[src/common/isf_defs.vh]
`ifndef ISF_DEFS_VH
`define ISF_DEFS_VH

// ----------------------------------------------------------------
// Register offsets (4-bit register port address)
// ----------------------------------------------------------------
`define ISF_OFS_PRIMARY_ADDR 4'h0
`define ISF_OFS_FIRST_CTRL 4'h2
`define ISF_OFS_STATUS 4'h3
`define ISF_OFS_DATA 4'h4
`define ISF_OFS_SECOND_CTRL 4'h5
`define ISF_OFS_RANGE_ADDR 4'h6
`define ISF_OFS_SMB_CTRL 4'h7
`define ISF_OFS_SECOND_ADDR 4'h8

// ----------------------------------------------------------------
// Field positions
// ----------------------------------------------------------------
`define ISF_BIT_DONE 7
`define ISF_BIT_ADDRESSED 6
`define ISF_BIT_BUSY 5
`define ISF_BIT_RW 2
`define ISF_BIT_TX_SELECT 4
`define ISF_BIT_GC_EN 7
`define ISF_BIT_RANGE_EN 3
`define ISF_BIT_ALERT_EN 3
`define ISF_BIT_SECOND_EN 1

// ----------------------------------------------------------------
// Reset values and fixed bus addresses
// ----------------------------------------------------------------
`define ISF_RST_BYTE 8'h00
`define ISF_GENERAL_CALL_ADDR 7'h00
`define ISF_ALERT_RESPONSE_ADDR 7'h0C

// ----------------------------------------------------------------
// Timing counts
// ----------------------------------------------------------------
`define ISF_SYNC_STAGES 2
`define ISF_BITS_PER_BYTE 4'h8
`define ISF_ACK_SLOT 4'h9

`endif

[src/logic/isf_line_watch.v]
`timescale 1ns/1ps
`include "isf_defs.vh"

// Samples the two bus lines into the local clock and finds
// clock edges plus START and STOP conditions.
module isf_line_watch (
    input wire clock,
    input wire arst_n,
    input wire scl_in,
    input wire sda_in,
    output reg scl_level,
    output reg sda_level,
    output reg scl_rise,
    output reg scl_fall,
    output reg start_seen,
    output reg stop_seen
);

    // ------------------------------------------------------------
    // Synchronisers
    // ------------------------------------------------------------
    // First stage feeds only the second stage; nothing else looks
    reg scl_meta;
    reg sda_meta;
    reg scl_sync;
    reg sda_sync;

    // Two flip-flops per line before any logic reads it
    always @(posedge clock or negedge arst_n) begin
        if (!arst_n) begin
            scl_meta <= 1'b1;
            sda_meta <= 1'b1;
            scl_sync <= 1'b1;
            sda_sync <= 1'b1;
        end else begin
            scl_meta <= scl_in;
            sda_meta <= sda_in;
            scl_sync <= scl_meta;
            sda_sync <= sda_meta;
        end
    end

    // ------------------------------------------------------------
    // Edge and condition detection
    // ------------------------------------------------------------
    // Delayed copies give edges; SDA moving while SCL high is a
    // START (falling) or STOP (rising) condition
    always @(posedge clock or negedge arst_n) begin
        if (!arst_n) begin
            scl_level <= 1'b1;
            sda_level <= 1'b1;
            scl_rise <= 1'b0;
            scl_fall <= 1'b0;
            start_seen <= 1'b0;
            stop_seen <= 1'b0;
        end else begin
            scl_level <= scl_sync;
            sda_level <= sda_sync;
            scl_rise <= scl_sync & ~scl_level;
            scl_fall <= ~scl_sync & scl_level;
            start_seen <= scl_sync & scl_level & sda_level & ~sda_sync;
            stop_seen <= scl_sync & scl_level & ~sda_level & sda_sync;
        end
    end

endmodule // isf_line_watch

[src/logic/isf_status_flags.v]
// The strobed register port was left to the implementer.
`timescale 1ns/1ps
`include "isf_defs.vh"

// Summary of operation
// - Completion of a byte we are addressed in sets transfer_done_flag, status bit 7
// - Data read in receive, write in transmit clears
// - Done flag low during byte, high after
// - Primary match or enabled nonzero range match sets addressed
// - Enabled general call sets addressed flag
// - Enabled second address match sets addressed flag
// - Enabled alert response address sets addressed flag
// - Enabled range between primary and range sets
// - Addressed flag set before address acknowledge bit
// - First control write clears addressed flag unless a match sets it in the same cycle
// - START sets busy bit 5, STOP clears
// - Busy tracks bus in every mode
// - Transmit select: 0 receive, 1 transmit
// - Present received read/write bit, 0 means write
module isf_status_flags (
    input wire clock,
    input wire arst_n,
    input wire [3:0] reg_addr,
    input wire [7:0] reg_wdata,
    input wire reg_write,
    input wire reg_read,
    output reg [7:0] reg_rdata,
    input wire scl_in,
    input wire sda_in,
    output reg transfer_done_flag,
    output reg target_addressed_flag,
    output reg bus_busy_flag,
    output reg target_rw_indication
);

    // ------------------------------------------------------------
    // Bus line watcher
    // ------------------------------------------------------------
    wire sda_level;
    wire scl_rise;
    wire scl_fall;
    wire start_seen;
    wire stop_seen;

    // Clock level is only needed inside the watcher for its edges
    isf_line_watch i_isf_line_watch (
        .clock(clock),
        .arst_n(arst_n),
        .scl_in(scl_in),
        .sda_in(sda_in),
        .scl_level(),
        .sda_level(sda_level),
        .scl_rise(scl_rise),
        .scl_fall(scl_fall),
        .start_seen(start_seen),
        .stop_seen(stop_seen)
    );

    // ------------------------------------------------------------
    // Software registers
    // ------------------------------------------------------------
    reg [7:0] primary_target_address_reg;
    reg [7:0] range_target_address_reg;
    reg [7:0] second_target_address_reg;
    reg [7:0] first_control_reg;
    reg [7:0] second_control_reg;
    reg [7:0] smb_control_reg;
    reg [7:0] tx_data_reg;
    reg [7:0] rx_data_reg;

    wire tx_select;
    wire general_call_enable;
    wire range_match_enable;
    wire alert_response_enable;
    wire second_address_enable;

    assign tx_select = first_control_reg[`ISF_BIT_TX_SELECT];
    assign general_call_enable = second_control_reg[`ISF_BIT_GC_EN];
    assign range_match_enable = second_control_reg[`ISF_BIT_RANGE_EN];
    assign alert_response_enable = smb_control_reg[`ISF_BIT_ALERT_EN];
    assign second_address_enable = smb_control_reg[`ISF_BIT_SECOND_EN];

    // Decoded one-cycle accesses
    wire wr_first_ctrl;
    wire wr_data;
    wire rd_data;

    assign wr_first_ctrl = reg_write && (reg_addr == `ISF_OFS_FIRST_CTRL);
    assign wr_data = reg_write && (reg_addr == `ISF_OFS_DATA);
    assign rd_data = reg_read && (reg_addr == `ISF_OFS_DATA);

    // Plain storage registers; status has no write path at all, so
    // a write to it cannot disturb the hardware flags
    always @(posedge clock or negedge arst_n) begin
        if (!arst_n) begin
            primary_target_address_reg <= `ISF_RST_BYTE;
            range_target_address_reg <= `ISF_RST_BYTE;
            second_target_address_reg <= `ISF_RST_BYTE;
            first_control_reg <= `ISF_RST_BYTE;
            second_control_reg <= `ISF_RST_BYTE;
            smb_control_reg <= `ISF_RST_BYTE;
            tx_data_reg <= `ISF_RST_BYTE;
        end else if (reg_write) begin
            case (reg_addr)
                `ISF_OFS_PRIMARY_ADDR: begin
                    primary_target_address_reg <= reg_wdata;
                end
                `ISF_OFS_RANGE_ADDR: begin
                    range_target_address_reg <= reg_wdata;
                end
                `ISF_OFS_SECOND_ADDR: begin
                    second_target_address_reg <= reg_wdata;
                end
                `ISF_OFS_FIRST_CTRL: begin
                    first_control_reg <= reg_wdata;
                end
                `ISF_OFS_SECOND_CTRL: begin
                    second_control_reg <= reg_wdata;
                end
                `ISF_OFS_SMB_CTRL: begin
                    smb_control_reg <= reg_wdata;
                end
                `ISF_OFS_DATA: begin
                    tx_data_reg <= reg_wdata;
                end
                default: begin
                    tx_data_reg <= tx_data_reg;
                end
            endcase
        end
    end

    // ------------------------------------------------------------
    // Address matching
    // ------------------------------------------------------------
    // Address fields sit in bits 7:1, as on the wire
    function [6:0] isf_addr;
        input [7:0] field;
        begin
            isf_addr = field[7:1];
        end
    endfunction

    // Returns one when a received calling address targets us
    function isf_match;
        input [6:0] call;
        input [6:0] prim;
        input [6:0] rng;
        input [6:0] sec;
        input rng_en;
        input gc_en;
        input sec_en;
        input alert_en;
        begin
            isf_match = (call == prim)
                || (rng_en && rng != 7'h00 && call == rng)
                || (gc_en && call == `ISF_GENERAL_CALL_ADDR)
                || (sec_en && call == sec)
                || (alert_en && call == `ISF_ALERT_RESPONSE_ADDR)
                || (rng_en && call > prim && call <= rng);
        end
    endfunction

    // ------------------------------------------------------------
    // Bit tracking within a frame
    // ------------------------------------------------------------
    reg [3:0] bit_count;
    reg [7:0] shift_byte;
    reg first_byte;
    reg engaged;

    wire address_ready;
    wire byte_finished;
    wire byte_begins;
    wire call_matches;

    // Eighth bit captured, SCL falls: ACK slot has not yet begun
    assign address_ready = scl_fall && first_byte
        && (bit_count == `ISF_BITS_PER_BYTE);
    // Falling SCL after the ACK slot ends the byte
    assign byte_finished = scl_fall && (bit_count == `ISF_ACK_SLOT);
    // First data bit of the next byte
    assign byte_begins = scl_rise && (bit_count == 4'h0);
    assign call_matches = isf_match(shift_byte[7:1],
        isf_addr(primary_target_address_reg),
        isf_addr(range_target_address_reg),
        isf_addr(second_target_address_reg),
        range_match_enable, general_call_enable,
        second_address_enable, alert_response_enable);

    // Counts data bits and the ACK slot; a (repeated) START opens
    // a fresh address byte, a STOP parks the counter
    always @(posedge clock or negedge arst_n) begin
        if (!arst_n) begin
            bit_count <= 4'h0;
            shift_byte <= `ISF_RST_BYTE;
            first_byte <= 1'b0;
            engaged <= 1'b0;
        end else if (start_seen) begin
            bit_count <= 4'h0;
            first_byte <= 1'b1;
            engaged <= 1'b0;
        end else if (stop_seen) begin
            bit_count <= 4'h0;
            first_byte <= 1'b0;
            engaged <= 1'b0;
        end else begin
            if (scl_rise && bit_count < `ISF_BITS_PER_BYTE) begin
                shift_byte <= {shift_byte[6:0], sda_level};
                bit_count <= bit_count + 4'h1;
            end else if (scl_rise && bit_count == `ISF_BITS_PER_BYTE) begin
                bit_count <= `ISF_ACK_SLOT;
            end else if (byte_finished) begin
                bit_count <= 4'h0;
                first_byte <= 1'b0;
            end
            if (address_ready && call_matches) begin
                engaged <= 1'b1;
            end
        end
    end

    // Last complete byte is kept for the data register
    always @(posedge clock or negedge arst_n) begin
        if (!arst_n) begin
            rx_data_reg <= `ISF_RST_BYTE;
        end else if (address_ready || (byte_finished && !first_byte)) begin
            rx_data_reg <= shift_byte;
        end
    end

    // ------------------------------------------------------------
    // Status flags
    // ------------------------------------------------------------
    // Busy follows START and STOP whatever our role
    always @(posedge clock or negedge arst_n) begin
        if (!arst_n) begin
            bus_busy_flag <= 1'b0;
        end else if (start_seen) begin
            bus_busy_flag <= 1'b1;
        end else if (stop_seen) begin
            bus_busy_flag <= 1'b0;
        end
    end

    // Addressed flag rises at the eighth falling edge, ahead of the
    // ACK slot; a first control write clears it but a match in
    // the same cycle wins
    always @(posedge clock or negedge arst_n) begin
        if (!arst_n) begin
            target_addressed_flag <= 1'b0;
        end else if (address_ready && call_matches) begin
            target_addressed_flag <= 1'b1;
        end else if (wr_first_ctrl) begin
            target_addressed_flag <= 1'b0;
        end
    end

    // Read/write bit of the calling address; 0 = remote writes
    always @(posedge clock or negedge arst_n) begin
        if (!arst_n) begin
            target_rw_indication <= 1'b0;
        end else if (address_ready && call_matches) begin
            target_rw_indication <= shift_byte[0];
        end
    end

    // Done flag: set at the end of each byte we take part in,
    // low again once the next byte starts or software services
    // the data register in the direction selected
    always @(posedge clock or negedge arst_n) begin
        if (!arst_n) begin
            transfer_done_flag <= 1'b0;
        end else if (byte_finished && (engaged || first_byte
            && call_matches)) begin
            transfer_done_flag <= 1'b1;
        end else if (byte_begins) begin
            transfer_done_flag <= 1'b0;
        end else if ((rd_data && !tx_select) || (wr_data && tx_select)) begin
            transfer_done_flag <= 1'b0;
        end
    end

    // ------------------------------------------------------------
    // Read port
    // ------------------------------------------------------------
    // Composed status byte; unused bits read zero
    wire [7:0] status_byte;

    assign status_byte = {transfer_done_flag, target_addressed_flag,
        bus_busy_flag, 2'b00, target_rw_indication, 2'b00};

    // Data stands only in the cycle after the read strobe, which
    // keeps stale values from being mistaken for fresh ones
    always @(posedge clock or negedge arst_n) begin
        if (!arst_n) begin
            reg_rdata <= `ISF_RST_BYTE;
        end else if (reg_read) begin
            case (reg_addr)
                `ISF_OFS_PRIMARY_ADDR: begin
                    reg_rdata <= primary_target_address_reg;
                end
                `ISF_OFS_FIRST_CTRL: begin
                    reg_rdata <= first_control_reg;
                end
                `ISF_OFS_STATUS: begin
                    reg_rdata <= status_byte;
                end
                `ISF_OFS_DATA: begin
                    reg_rdata <= tx_select ? tx_data_reg : rx_data_reg;
                end
                `ISF_OFS_SECOND_CTRL: begin
                    reg_rdata <= second_control_reg;
                end
                `ISF_OFS_RANGE_ADDR: begin
                    reg_rdata <= range_target_address_reg;
                end
                `ISF_OFS_SMB_CTRL: begin
                    reg_rdata <= smb_control_reg;
                end
                `ISF_OFS_SECOND_ADDR: begin
                    reg_rdata <= second_target_address_reg;
                end
                default: begin
                    reg_rdata <= `ISF_RST_BYTE;
                end
            endcase
        end else begin
            reg_rdata <= `ISF_RST_BYTE;
        end
    end

endmodule // isf_status_flags

[config.mk]
export PLATFORM = sky130hd
export DESIGN_NAME = isf_status_flags
export DESIGN_NICKNAME = d
export VERILOG_FILES = /design/src/logic/isf_line_watch.v /design/src/logic/isf_status_flags.v
export VERILOG_INCLUDE_DIRS = /design/src /design/src/common
export SDC_FILE = /design/constraint.sdc
export NUM_CORES = 1
export LEC_CHECK = 0
export ABC_AREA = 1
export BUFFER_PORTS_ARGS = -buffer_cell sky130_fd_sc_hd__clkbuf_2
export CAP_MARGIN = 5
export CELL_PAD_IN_SITES_DETAIL_PLACEMENT = 0
export CELL_PAD_IN_SITES_GLOBAL_PLACEMENT = 1
export CORE_MARGIN = 2
export CORE_UTILIZATION = 41
export CTS_CLUSTER_SIZE = 30
export DETAILED_ROUTE_END_ITERATION = 12
export GPL_ROUTABILITY_DRIVEN = 0
export PLACE_DENSITY_LB_ADDON = 0.1
export SYNTH_ARGS = -nofsm -noshare
export SYNTH_HDL_FRONTEND = slang
export SYNTH_HIERARCHICAL = 1
export SYNTH_SLANG_ARGS = --single-unit
[constraint.sdc]
create_clock -name clock -period 1.6 [get_ports clock]
set_input_delay 0 -clock clock [delete_from_list [all_inputs] [get_ports clock]]
set_output_delay 0 -clock clock [all_outputs]
set_load 0.01 [all_outputs]
# After elaboration in Yosys (flattened, before gate mapping)
# Index checks and enable logic that the tools add are counted.
# W data, S select, Z words.
word_totals:
  mem_bits_ro: 0
  word_cells: 133
  output_inout_bits: 12
  memories: 0
  latch_bits: 0
  ramBits: 0
  regBits: 100
op_classes:
  n_bitwise: 13
  n_reduce_logical: 51
  n_div: 0
  eq_ne: 15
  shift: 0
  mux: 23
  add_sub_neg: 1
  order_cmp: 3
  n_mul: 0
op_table:
  columns: ["operator", "count"]
  rows:
  - ["$pmux W8 S8", 1]
  - ["$logic_and A1 B1 Y1", 22]
  - ["$eq A7 B7 Y1", 3]
  - ["$mux W4", 5]
  - ["$eq A4 B3 Y1 const B", 4]
  - ["$mux W8", 2]
  - ["$mux W1", 15]
  - ["$reduce_and A2 Y1", 7]
  - ["$eq A4 B4 Y1 const B", 3]
  - ["$reduce_bool A3 Y1", 3]
  - ["$eq A4 B2 Y1 const B", 2]
  - ["$logic_not A4 Y1", 2]
  - ["$logic_or A1 B1 Y1", 8]
  - ["$and A1 B1 Y1", 7]
  - ["$eq A7 B4 Y1 const B", 1]
  - ["$gt A7 B7 Y1", 1]
  - ["$le A7 B7 Y1", 1]
  - ["$logic_not A7 Y1", 1]
  - ["$reduce_bool A7 Y1", 1]
  - ["$ne A3 B1 Y1 const B", 2]
  - ["$not A1 Y1", 6]
  - ["$reduce_and A3 Y1", 2]
  - ["$reduce_bool A5 Y1", 1]
  - ["$add A4 B1 Y4 const B", 1]
  - ["other kinds (3)", 5]

# Logic depth before layout (Yosys ltp)
# Gate-level depths: netlist (run 1).
logic_depth:
  depth_word: 12
  depth_mapped: 15
  depth_no_buf: 15

# Hierarchy
# The synthesis (run 1) kept the hierarchy.
by_module_without_submodules:
  columns: ["mod", "area_each_um2", "instances", "cells_each"]
  rows:
  - ["isf_status_flags", 4426.7, 1, 536]
  - ["isf_line_watch", 299.0, 1, 21]

# Least setup slack after synthesis (run 1)
# OpenSTA, ideal clock, no wires.
synth_path:
  kind: "reg2reg"
  start: "reg shift_byte[7]"
  end: "reg target_addressed_flag"
  path_stages_with_launch: 12
  arrival_time_ps: 1417
  setup_ps: 129
  required_ps: 1471
  synth_period_minus_slack_ps: 1545
  path_slack_ps: 55
  path_cell_list: "dfrtp_1 -> ha_1 -> nand2_1 -> inv_1 -> a21oi_1 -> nand3_1 -> nand2_1 -> nand2_1 -> nand2_1 -> nand2_1 -> nand2_1 -> o21ai_0"
synth_between:
  elab_chain_len: 9
  word_cells_on_any_way: 21
synth_rtl:
  columns: ["item", "line_no", "rtl"]
  rows:
  - ["start: declaration", "isf_status_flags.v:168", "reg [7:0] shift_byte;"]
  - ["start signal: assignment", "isf_status_flags.v:196", "shift_byte <= `ISF_RST_BYTE;"]
  - ["start signal: assignment", "isf_status_flags.v:209", "shift_byte <= {shift_byte[6:0], sda_level};"]
  - ["parallel branches: the longest is 6 deep, another holds $gt A7 B7 Y1", null, null]
  - ["$logic_or A1 B1 Y1 *", "isf_status_flags.v:155", "isf_match = (call == prim)"]
  - ["$logic_and A1 B1 Y1 *", "isf_status_flags.v:252", "end else if (address_ready && call_matches) begin"]
  - ["$mux W1 or $reduce_bool A2 Y1 (tied branches)", null, null]
  - ["end signal: assignment", "isf_status_flags.v:251", "target_addressed_flag <= 1'b0;"]
  - ["end signal: assignment", "isf_status_flags.v:253", "target_addressed_flag <= 1'b1;"]
  - ["end signal: assignment", "isf_status_flags.v:255", "target_addressed_flag <= 1'b0;"]
  - ["end: declaration", "isf_status_flags.v:31", "output reg target_addressed_flag,"]
# Every way passes the cells marked *.
# A chain may end at the register's enable or synchronous reset.

# Worst setup path in the final report (run 1)
layout_path:
  start: "reg shift_byte[3]"
  end: "reg target_rw_indication"
layout_between:
  elab_chain_len: 8
  word_cells_on_any_way: 19
layout_rtl:
  columns: ["item", "line_no", "rtl"]
  rows:
  - ["parallel branches: the longest is 6 deep, another holds $gt A7 B7 Y1", null, null]
  - ["$logic_or A1 B1 Y1 *", "isf_status_flags.v:155", null]
  - ["$logic_and A1 B1 Y1 *", "isf_status_flags.v:263", "end else if (address_ready && call_matches) begin"]
  - ["end signal: assignment", "isf_status_flags.v:264", "target_rw_indication <= shift_byte[0];"]
  - ["end: declaration", "isf_status_flags.v:33", "output reg target_rw_indication"]
# Marked as above.

==> results.py, run 1 <==
metrics = {
    "setup_path": {
        "crit_end": "target_rw_indication",
        "end_kind": "flip-flop",
        "crit_path_start_kind": "flip-flop",
        "critPathKind": "flip-flop to flip-flop",
        "critPathMaxFanout": 4,
        "startpoint": "shift_byte[3]",
        "arrival_ns": 1.94,
        "rrSetupSlack_ns": -0.10,
        "timing.rr.start": "shift_byte[3]",
        "reg2regPathDepth": 11,
        "required_ns": 1.84,
        "r2r_end": "target_rw_indication",
    },
    "cells_and_area": {
        "drive_gt1_frac": 0.198,
        "fin_cells": 779,
        "nFillCells": 1128,
        "area_growth_pct": 20.6,
        "nNetsFinal": 666,
        "diodes": 0,
    },
    "sta": {
        "hold_violations": 0,
        "relSlewSlack": 0.622,
        "slew_viol_final": 0,
        "fmax_mhz": 588,
        "grt_setup_unrepaired": "yes",
        "period_minus_slack_ns": 1.70,
        "fin_crit_sh": 1.06,
        "finalSetupViolCount": 4,
        "fin_tns_setup_ns": -0.241,
        "worst_slack_ns": -0.101,
        "holdWs_ns": 0.0475,
        "tightestPinTransition_ns": 0.566,
        "fin_worst_skew_ns": 0.00623,
    },
    "pwr": {
        "p_sw_mw": 2.46,
        "p_leak_nw": 2.82,
        "vdd_drop_max_mv": 0.650,
        "powerDensity_nw_per_um2": 1290,
        "switching_share": 0.335,
        "clockPowerShare": 0.286,
        "combPwrFrac": 0.271,
        "p_int_mw": 4.89,
        "power_frac_seq": 0.444,
    },
    "synthesis": {
        "synthesis.area_um2": 4730,
        "syn_inst": 557,
        "yosysWarnings": 6,
        "synth_top_area_frac": 0.498,
        "synth_edf_count": 0,
        "synth_area_leader_cell": "dfrtp_1",
        "yosysSeqAreaShare": 0.531,
        "synth_flop_cell": "dfrtp_1",
        "ys_ff_latch": 100,
        "ys_types": 33,
        "synthesis.nets": 592,
        "syn_avg_cell_area_um2": 8.48,
        "netlist_top_cells_area": "dfrtp_1 50%, nand2_1 12%, o21ai_0 8.3%",
        "async_flop_share": 1.00,
    },
    "routing": {
        "drc": 0,
        "antenna_left": 0,
        "vias": 3976,
        "first_pass_iters": 5,
        "wl_mm": 13.6,
        "dr.first_iter.drc_count": 287,
        "viasPerCell": 5.10,
        "wire_per_inst_um": 17.4,
    },
    "floorplan": {
        "io_pins": 30,
        "die_y_um": 111,
        "initial_core_util": 0.417,
        "die-area_um2": 12400,
        "die_w_um": 111,
        "core-area_um2": 11300,
        "num_rows": 39,
    },
    "run_status": {
        "status": "complete, but fails checks",
        "violations": "negative setup slack",
    },
    "place": {
        "dp_hpwl_mm": 9.97,
        "port_buffers": 29,
        "dp.cells": 752,
        "dp_slack_ns": -0.153,
    },
    "global_route": {
        "grt_pass1_wl_mm": 21.6,
        "antenna_found_initial": 0,
        "grt_overflow": 0,
        "grt_max_degree": 38,
        "grt_pass1_vias": 3810,
        "grt_usage": 0.231,
    },
    "clocking": {
        "clkSlewWorstSetupHoldPaths_ns": 0.07,
        "worstSkewPairLatency_ns": 0.35,
        "cts_root_buffer": "clkbuf_16",
        "cts_tree": "built",
        "clock_path_buffers": 2,
        "cts_sinks": 100,
        "cts_made_buffers": 9,
        "cts-htree-levels": 3,
    },
    "hold_path": {
        "hold_class": "input pin to flip-flop",
    },
    "flow_run": {
        "max_cap_violations": 0,
    },
}
[cell type report]
class	count	area (um2)	share of cell area
clock buffers	9	225	0.0395
clock inverters	7	58.8	0.0103
well taps	143	179	0.0314
repair buffers	73	513	0.0900
flip-flops and latches	100	2510	0.441
multi-input cells	367	1910	0.335
inverters	80	300	0.0527
[stage by stage]
| step | power, mW | area (um2) | util |
|---|---|---|---|
| 3_5_place_dp | 5.07 | 5240 | 0.463 |
| 4_1_cts | 7.32 | 5640 | 0.498 |
| 3_3_place_gp | 5.04 | 5240 | 0.463 |
| 6_report | 7.34 | 5700 | 0.503 |
| 2_1_floorplan | 4.27 | 4730 | - |
| 5_1_grt | 7.86 | 5700 | 0.503 |
[power by group through the flow]
stage / Combinational [mW] / Sequential, mW / Clock (mW)
after floorplan: 1.03 / 3.24 / 0
final: 1.99 / 3.26 / 2.10
after CTS: 1.92 / 3.25 / 2.15
after detailed placement: 1.78 / 3.29 / 0
after global routing: 2.28 / 3.31 / 2.26
after global placement: 1.76 / 3.28 / 0
[logic make-up (layout without fill, tap and decap cells)]
family                   after synthesis  count (layout)  synth area share
flip-flops                           100             100             0.531
buffers and inverters                 90             169            0.0821
AO/OA/AOI/OAI                        137             137             0.160
AND/OR/NAND/NOR                      212             212             0.180
XOR/XNOR                               1               1           0.00185
adder cells (fa/ha/maj)               17              17            0.0450
[Yosys cell counts (6+ instances only)]
cell type and count:
a21oi_1 27, a221oi_1 7, buf_6 6, dfrtp_1 94, dfstp_2 6, ha_1 17
inv_1 73, inv_2 6, nand2_1 152, nand3_1 11, nor2_1 35, o21ai_0 78
o21ai_1 8
[critical path, stage by stage, from the launching register on]
cell     delay, ns
dfrtp_1       0.43
ha_1          0.33
a21oi_1       0.14
nand2_1       0.08
a21oi_2       0.12
nand2_1       0.06
nand2_1       0.07
nand2_1       0.06
nand2_2       0.10
nand2_2       0.08
nand2_1       0.06
o21ai_1       0.06
[worst min path at each step]
| stage | from | endpoint | slack [ns] | cells past startpoint |
|---|---|---|---|---|
| final | reg_read | transfer_done_flag | 0.05 | 4 |
| after detailed placement | arst_n | smb_control_reg[0] | -0.04 | 1 |
| after global placement | arst_n | smb_control_reg[0] | -0.05 | 1 |
| after floorplan | arst_n | bit_count[0] | -0.30 | 0 |
| after CTS | reg_read | transfer_done_flag | 0.04 | 4 |
| after global routing | reg_wdata[3] | range_target_address_reg[3] | 0.08 | 3 |
[cells in the final DEF (no fill, tap or decap), types with 2 or more instances in the layout]
cell type / count
ha_4: 3
nand2_1: 146
o22ai_1: 3
clkbuf_2: 28
o21ai_1: 9
o2111ai_1: 2
ha_1: 13
nor2_2: 5
nand2_2: 9
clkbuf_16: 9
nand3_1: 10
dfrtp_1: 93
a211oi_1: 3
nor2_1: 32
clkinvlp_4: 2
clkinv_4: 2
nor3_1: 4
a31oi_1: 2
nand3_2: 2
a221oi_1: 7
dlygate4sd3_1: 4
a21oi_2: 2
buf_4: 39
inv_1: 69
inv_2: 10
a21oi_1: 25
buf_12: 2
nand4_1: 2
inv_6: 3
dfstp_2: 6
a41oi_1: 2
o21ai_0: 77
[timing repair]
item                                   CTS  global route
setup buffers                            3             4
resized for setup                       14             9
endpoints found under the hold margin  103             0
pin swaps                                1             6
setup endpoints to repair               13            12
hold buffers                             4             0
gates cloned                             0             0
[layer usage]
layer  part of all wire  wire, um  global-route usage
met5                  0         0                   0
met4              0.014       187              0.0724
met3              0.043       589              0.0338
met2               0.45      6100               0.338
met1               0.49      6700               0.356
(Power assumes the default switching activity.)
==> inputs of run 2 (changes only) <==
--- a/config.mk
+++ b/config.mk
@@ -6,13 +6,12 @@
 export SDC_FILE = /design/constraint.sdc
 export NUM_CORES = 1
 export LEC_CHECK = 0
-export ABC_AREA = 1
 export BUFFER_PORTS_ARGS = -buffer_cell sky130_fd_sc_hd__clkbuf_2
 export CAP_MARGIN = 5
 export CELL_PAD_IN_SITES_DETAIL_PLACEMENT = 0
 export CELL_PAD_IN_SITES_GLOBAL_PLACEMENT = 1
 export CORE_MARGIN = 2
-export CORE_UTILIZATION = 41
+export CORE_UTILIZATION = 45
 export CTS_CLUSTER_SIZE = 30
 export DETAILED_ROUTE_END_ITERATION = 12
 export GPL_ROUTABILITY_DRIVEN = 0
==> results.py, run 2 <==
metrics = {
    "clocking": {
        "cts_root_buffer": "clkbuf_8",
        "clkSlewWorstSetupHoldPaths_ns": 0.10,
        "clock_path_buffers": 2,
        "cts-htree-levels": 3,
        "worstSkewPairLatency_ns": 0.36,
        "cts_sinks": 100,
        "cts_made_buffers": 9,
        "cts_tree": "built",
    },
    "setup_path": {
        "worst-path-buf-inv": 2,
        "crit_top_cell": "buf_4",
        "reg2regPathDepth": 8,
        "arrival_ns": 2.22,
        "crit_chain": "buf_4, or4_1, a211oi_2, a211o_2, buf_4, a21oi_2, or2_1, o211ai_2",
        "required_ns": 1.89,
        "critPathKind": "flip-flop to flip-flop",
        "critPathMaxFanout": 4,
        "timing.rr.start": "shift_byte[6]",
        "end_kind": "flip-flop",
        "cp_slowest_cell": "dfrtp_2",
        "rrSetupSlack_ns": -0.33,
        "path_delay_family": "simple AND/OR/NAND/NOR gates",
        "crit_path_start_kind": "flip-flop",
        "critical_path.max_stage_delay_ns": 0.46,
        "r2r_end": "transfer_done_flag",
    },
    "cells_and_area": {
        "final_cell_mix": "89 x buf_4, 87 x dfrtp_1, 60 x mux2_2, 28 x clkbuf_2, 27 x nand2_1",
        "nNetsFinal": 578,
        "final_common_cell": "buf_4",
        "drive_gt1_frac": 0.480,
        "fin_cells": 688,
        "area_growth_pct": 32.4,
        "postLayoutCoreUtil": 0.604,
        "diodes": 0,
    },
    "pwr": {
        "p_leak_nw": 2.97,
        "power_mw": 8.37,
        "powerDensity_nw_per_um2": 1290,
        "vdd_drop_max_mv": 0.667,
    },
    "synthesis": {
        "synthTopCellsByCount": "94 x dfrtp_1, 67 x mux2_2, 27 x nand2_1, 20 x nor2_1, 18 x inv_1",
        "synthesis.area_um2": 4880,
        "async_flop_share": 1.00,
        "synth_area_leader_cell": "dfrtp_1",
        "synth.most_common_cell": "dfrtp_1",
        "synthesis.nets": 446,
        "syn_inst": 411,
        "ys_types": 59,
        "synth_edf_count": 0,
        "synth_top_area_frac": 0.482,
        "netlist_top_cells_area": "dfrtp_1 48%, mux2_2 15%, ha_1 4.4%",
        "synth_flop_cell": "dfrtp_1",
        "ys_ff_latch": 100,
        "yosysSeqAreaShare": 0.514,
        "syn_avg_cell_area_um2": 11.9,
        "yosysWarnings": 6,
    },
    "sta": {
        "grt_setup_unrepaired": "yes",
        "worst_slack_ns": -0.333,
        "fin_worst_skew_ns": 0.0116,
        "fmax_mhz": 517,
        "fin_crit_sh": 1.21,
        "tightestPinTransition_ns": 0.773,
        "period_minus_slack_ns": 1.93,
        "relSlewSlack": 0.481,
        "hold_violations": 0,
        "finalSetupViolCount": 11,
        "slew_viol_final": 0,
    },
    "floorplan": {
        "num_rows": 38,
        "die-area_um2": 11700,
        "core-area_um2": 10700,
        "initial_core_util": 0.456,
        "die_y_um": 108,
        "io_pins": 30,
        "die_w_um": 108,
    },
    "run_status": {
        "status": "complete, but fails checks",
        "violations": "negative setup slack",
    },
    "routing": {
        "viasPerCell": 5.48,
        "first_pass_iters": 4,
        "dr.first_iter.drc_count": 192,
        "drc": 0,
        "antenna_left": 0,
        "wl_mm": 13.5,
        "vias": 3773,
        "wire_per_inst_um": 19.6,
    },
    "place": {
        "dp_hpwl_mm": 9.93,
        "port_buffers": 29,
        "dp.cells": 642,
    },
    "global_route": {
        "grt_usage": 0.247,
        "antenna_found_initial": 0,
        "grt_max_degree": 39,
        "grt_overflow": 0,
        "grt_pass1_wl_mm": 21.3,
        "grt_pass1_vias": 3842,
    },
    "flow_run": {
        "max_cap_violations": 0,
    },
    "hold_path": {
        "hold_class": "input pin to asynchronous set/reset pin",
    },
}
==> run 2: cell count changes in the layout (fill, tap and decap cells not counted), sizes merged, moves of 7 or more <==
cell         previous run  this run
nand2                 155        27
o21ai                  87        16
mux2                    0        67
inv                    82        22
buf                    41        95
nor2                   38        20
mux2i                   0        14
a21oi                  27        16
a22oi                   1         9
dlygate4sd3             4        11
nand3                  12         5
==> run 2: power breakdown <==
part / total (mW) / switching [mW] / internal (mW)
Combinational: 3.12 / 1.32 / 1.81
Sequential: 3.56 / 0.496 / 3.06
Clock: 1.69 / 0.943 / 0.746
==> run 2: layout make-up <==
type / count / area, um2
Clock buffer: 9 / 124
Clock inverter: 7 / 80.1
Fill cell: 910 / 4230
Inverter: 18 / 70.1
Multi-Input combinational cell: 279 / 2440
Sequential cell: 100 / 2520
Tap cell: 140 / 175
Timing Repair Buffer: 135 / 1050
==> run 2: how the worst max path moves through the flow <==
stage          slack, ns  depth (start not counted)     startpoint              endpoint
2_1_floorplan      -0.19                          7  shift_byte[5]  target_rw_indication
3_3_place_gp       -0.30                          7  shift_byte[5]  target_rw_indication
3_5_place_dp       -0.34                          7  shift_byte[5]  target_rw_indication
4_1_cts            -0.28                          7  shift_byte[6]  target_rw_indication
5_1_grt            -0.45                          7  shift_byte[5]  target_rw_indication
6_report           -0.33                          8  shift_byte[6]    transfer_done_flag
==> run 2: repair_timing <==
item                                    4_1_cts  5_1_grt
gates resized for setup                      23       23
gates cloned                                  1        0
hold endpoints to repair                    123        0
endpoints found under the setup margin       16       17
setup buffers                                 6       12
pin swaps                                     8       14
hold buffers                                 11        0
==> run 2: layer usage <==
metal	global-route usage	share of wire	vias to the layer above
li1	-	-	1771
met1	0.373	0.49	1889
met2	0.372	0.44	94
met3	0.0344	0.048	19
met4	0.0733	0.019	0
met5	0	0	-
==> run 2: cells by family after synthesis <==
family | synth area share
XOR/XNOR | 0.0126
AO/OA/AOI/OAI | 0.107
multiplexers | 0.183
adder cells (fa/ha/maj) | 0.0436
buffers and inverters | 0.0267
AND/OR/NAND/NOR | 0.113
flip-flops | 0.514
==> run 2: metrics by stage <==
stage               setup TNS [ns]  area (um2)  hold WS [ns]  setup slack (ns)
floorplan                   -0.626        4920        -0.296            -0.193
global placement             -1.57        5800       -0.0278            -0.303
detailed placement           -1.67        5800       -0.0255            -0.340
CTS                          -2.06        6270         0.114            -0.277
global route                 -2.87        6460         0.131            -0.446
finish                       -2.03        6460         0.114            -0.333
==> inputs of run 3 (changes only) <==
--- a/config.mk
+++ b/config.mk
@@ -11,7 +11,7 @@
 export CELL_PAD_IN_SITES_DETAIL_PLACEMENT = 0
 export CELL_PAD_IN_SITES_GLOBAL_PLACEMENT = 1
 export CORE_MARGIN = 2
-export CORE_UTILIZATION = 45
+export CORE_UTILIZATION = 53
 export CTS_CLUSTER_SIZE = 30
 export DETAILED_ROUTE_END_ITERATION = 12
 export GPL_ROUTABILITY_DRIVEN = 0
==> constraint.sdc (replaced) <==
create_clock -name clock -period 2.35 [get_ports clock]
set_input_delay 0 -clock clock [delete_from_list [all_inputs] [get_ports clock]]
set_output_delay 0 -clock clock [all_outputs]
set_load 0.01 [all_outputs]
==> results.py, run 3 (same netlist as run 2, synthesis figures left out) <==
metrics = {
    "clocking": {
        "clkSlewWorstSetupHoldPaths_ns": 0.11,
        "cts_tree": "built",
        "cts-htree-levels": 3,
        "worstSkewPairLatency_ns": 0.38,
        "cts_root_buffer": "clkbuf_8",
        "clock_path_buffers": 2,
        "cts_made_buffers": 9,
        "cts_sinks": 100,
    },
    "routing": {
        "wire_per_inst_um": 20.7,
        "first_pass_iters": 5,
        "dr.first_iter.drc_count": 226,
        "wl_mm": 12.0,
        "vias": 3485,
        "viasPerCell": 6.02,
        "drc": 0,
        "antenna_left": 0,
    },
    "sta": {
        "holdWs_ns": 0.134,
        "slew_viol_final": 0,
        "tightestPinTransition_ns": 0.674,
        "finalSetupViolCount": 0,
        "relSlewSlack": 0.549,
        "fin_crit_sh": 0.909,
        "period_minus_slack_ns": 2.14,
        "hold_violations": 0,
        "grt_setup_unrepaired": "no",
        "fin_worst_skew_ns": 0.0156,
        "fin_tns_setup_ns": 0,
        "fmax_mhz": 468,
    },
    "setup_path": {
        "required_ns": 2.62,
        "r2r_end": "target_rw_indication",
        "timing.rr.start": "shift_byte[3]",
        "crit_path_start_kind": "flip-flop",
        "critPathMaxFanout": 8,
        "reg2regPathDepth": 7,
        "rrSetupSlack_ns": 0.21,
        "arrival_ns": 2.41,
        "end_kind": "flip-flop",
        "critPathKind": "flip-flop to flip-flop",
    },
    "pwr": {
        "vdd_drop_max_mv": 0.442,
        "p_leak_nw": 2.55,
        "powerDensity_nw_per_um2": 895,
    },
    "place": {
        "dp_hpwl_mm": 8.52,
        "dp.cells": 551,
        "port_buffers": 29,
        "place_area_um2": 5220,
    },
    "floorplan": {
        "core-area_um2": 9060,
        "io_pins": 30,
        "num_rows": 35,
        "initial_core_util": 0.539,
        "die_w_um": 100,
        "die-area_um2": 10000,
        "die_y_um": 100,
    },
    "cells_and_area": {
        "drive_gt1_frac": 0.314,
        "final_cell_mix": "94 x dfrtp_1, 67 x mux2_2, 28 x clkbuf_2, 27 x nand2_1, 20 x nor2_1",
        "fin_cells": 579,
        "area_growth_pct": 14.2,
        "final_common_cell": "dfrtp_1",
        "nNetsFinal": 498,
        "diodes": 0,
        "design_area_um2": 5580,
    },
    "global_route": {
        "grt_pass1_vias": 3475,
        "grt_max_degree": 56,
        "grt_pass1_wl_mm": 19.4,
        "grt_overflow": 0,
        "grt_usage": 0.260,
        "antenna_found_initial": 0,
    },
    "hold_path": {
        "min_to": "reg_rdata[5]",
        "hold_class": "input pin to flip-flop",
        "min_path_cells": 4,
        "hold_start": "reg_addr[3]",
    },
    "flow_run": {
        "max_cap_violations": 0,
    },
    "run_status": {
        "status": "finished clean",
    },
}
## run 3: cell types whose count changed in the layout (fill, tap and decap cells not counted), moves of 5 or more
| cell | delta |
|---|---|
| mux2_2 | +7 |
| a21oi_2 | -5 |
| inv_2 | -5 |
| ha_1 | +9 |
| a21oi_1 | +5 |
| dfrtp_1 | +7 |
| dfrtp_2 | -7 |
| buf_4 | -75 |
| mux2_4 | -7 |
| ha_4 | -8 |
| inv_1 | +6 |
## run 3: power breakdown
| part | leakage, nW | internal (mW) | switching [mW] |
|---|---|---|---|
| Sequential | 1.25 | 2.07 | 0.389 |
| Clock | 0.113 | 0.638 | 0.619 |
| Combinational | 1.19 | 0.663 | 0.608 |
## run 3: layer usage
layer  vias to the layer above  part of all wire  global-route usage
li1                       1604                 -                   -
met1                      1765              0.44               0.362
met2                        96              0.49               0.414
met3                        20             0.045              0.0432
met4                         0             0.021              0.0959
met5                         -                 0                   0
## run 3: worst max-delay path by stage
stage,start,endpoint,slack [ns],depth (start not counted)
finish,shift_byte[3],target_rw_indication,0.21,7
global route,shift_byte[7],target_rw_indication,0.12,7
CTS,shift_byte[3],target_rw_indication,0.23,7
detailed placement,shift_byte[5],target_rw_indication,0.23,7
global placement,shift_byte[7],target_rw_indication,0.32,7
floorplan,shift_byte[7],target_rw_indication,0.42,7
## run 3: layout make-up
| cell class | instances | area [um2] |
|---|---|---|
| clock buffer | 10 | 138 |
| clock inverter | 6 | 93.8 |
| fill | 751 | 3490 |
| inverter | 18 | 67.6 |
| multi-input combinational | 279 | 2240 |
| sequential | 100 | 2510 |
| tap | 111 | 139 |
| timing repair buffer | 55 | 385 |
## run 3: timing repair
item | CTS | global route
buffers inserted | 0 | 0
endpoints found under the setup margin | 0 | 0
hold endpoints to repair | 93 | 0
hold buffers | 12 | 0
resized for setup | 0 | 0
## run 3: critical path: stages (launching register included)
cell and delay, ns:
dfrtp_1 0.48, ha_1 0.35, a21oi_1 0.16, a21oi_1 0.11, or2_2 0.30, a311oi_2 0.30, nor3_2 0.10, a22o_1 0.24
## run 3: through the flow
stage                      util  power [mW]  setup WS [ns]
after floorplan               -        3.30          0.422
after global placement    0.576        3.68          0.320
after detailed placement  0.576        3.73          0.234
after CTS                 0.615        5.01          0.226
after global routing      0.615        5.30          0.122
final                     0.615        4.99          0.213
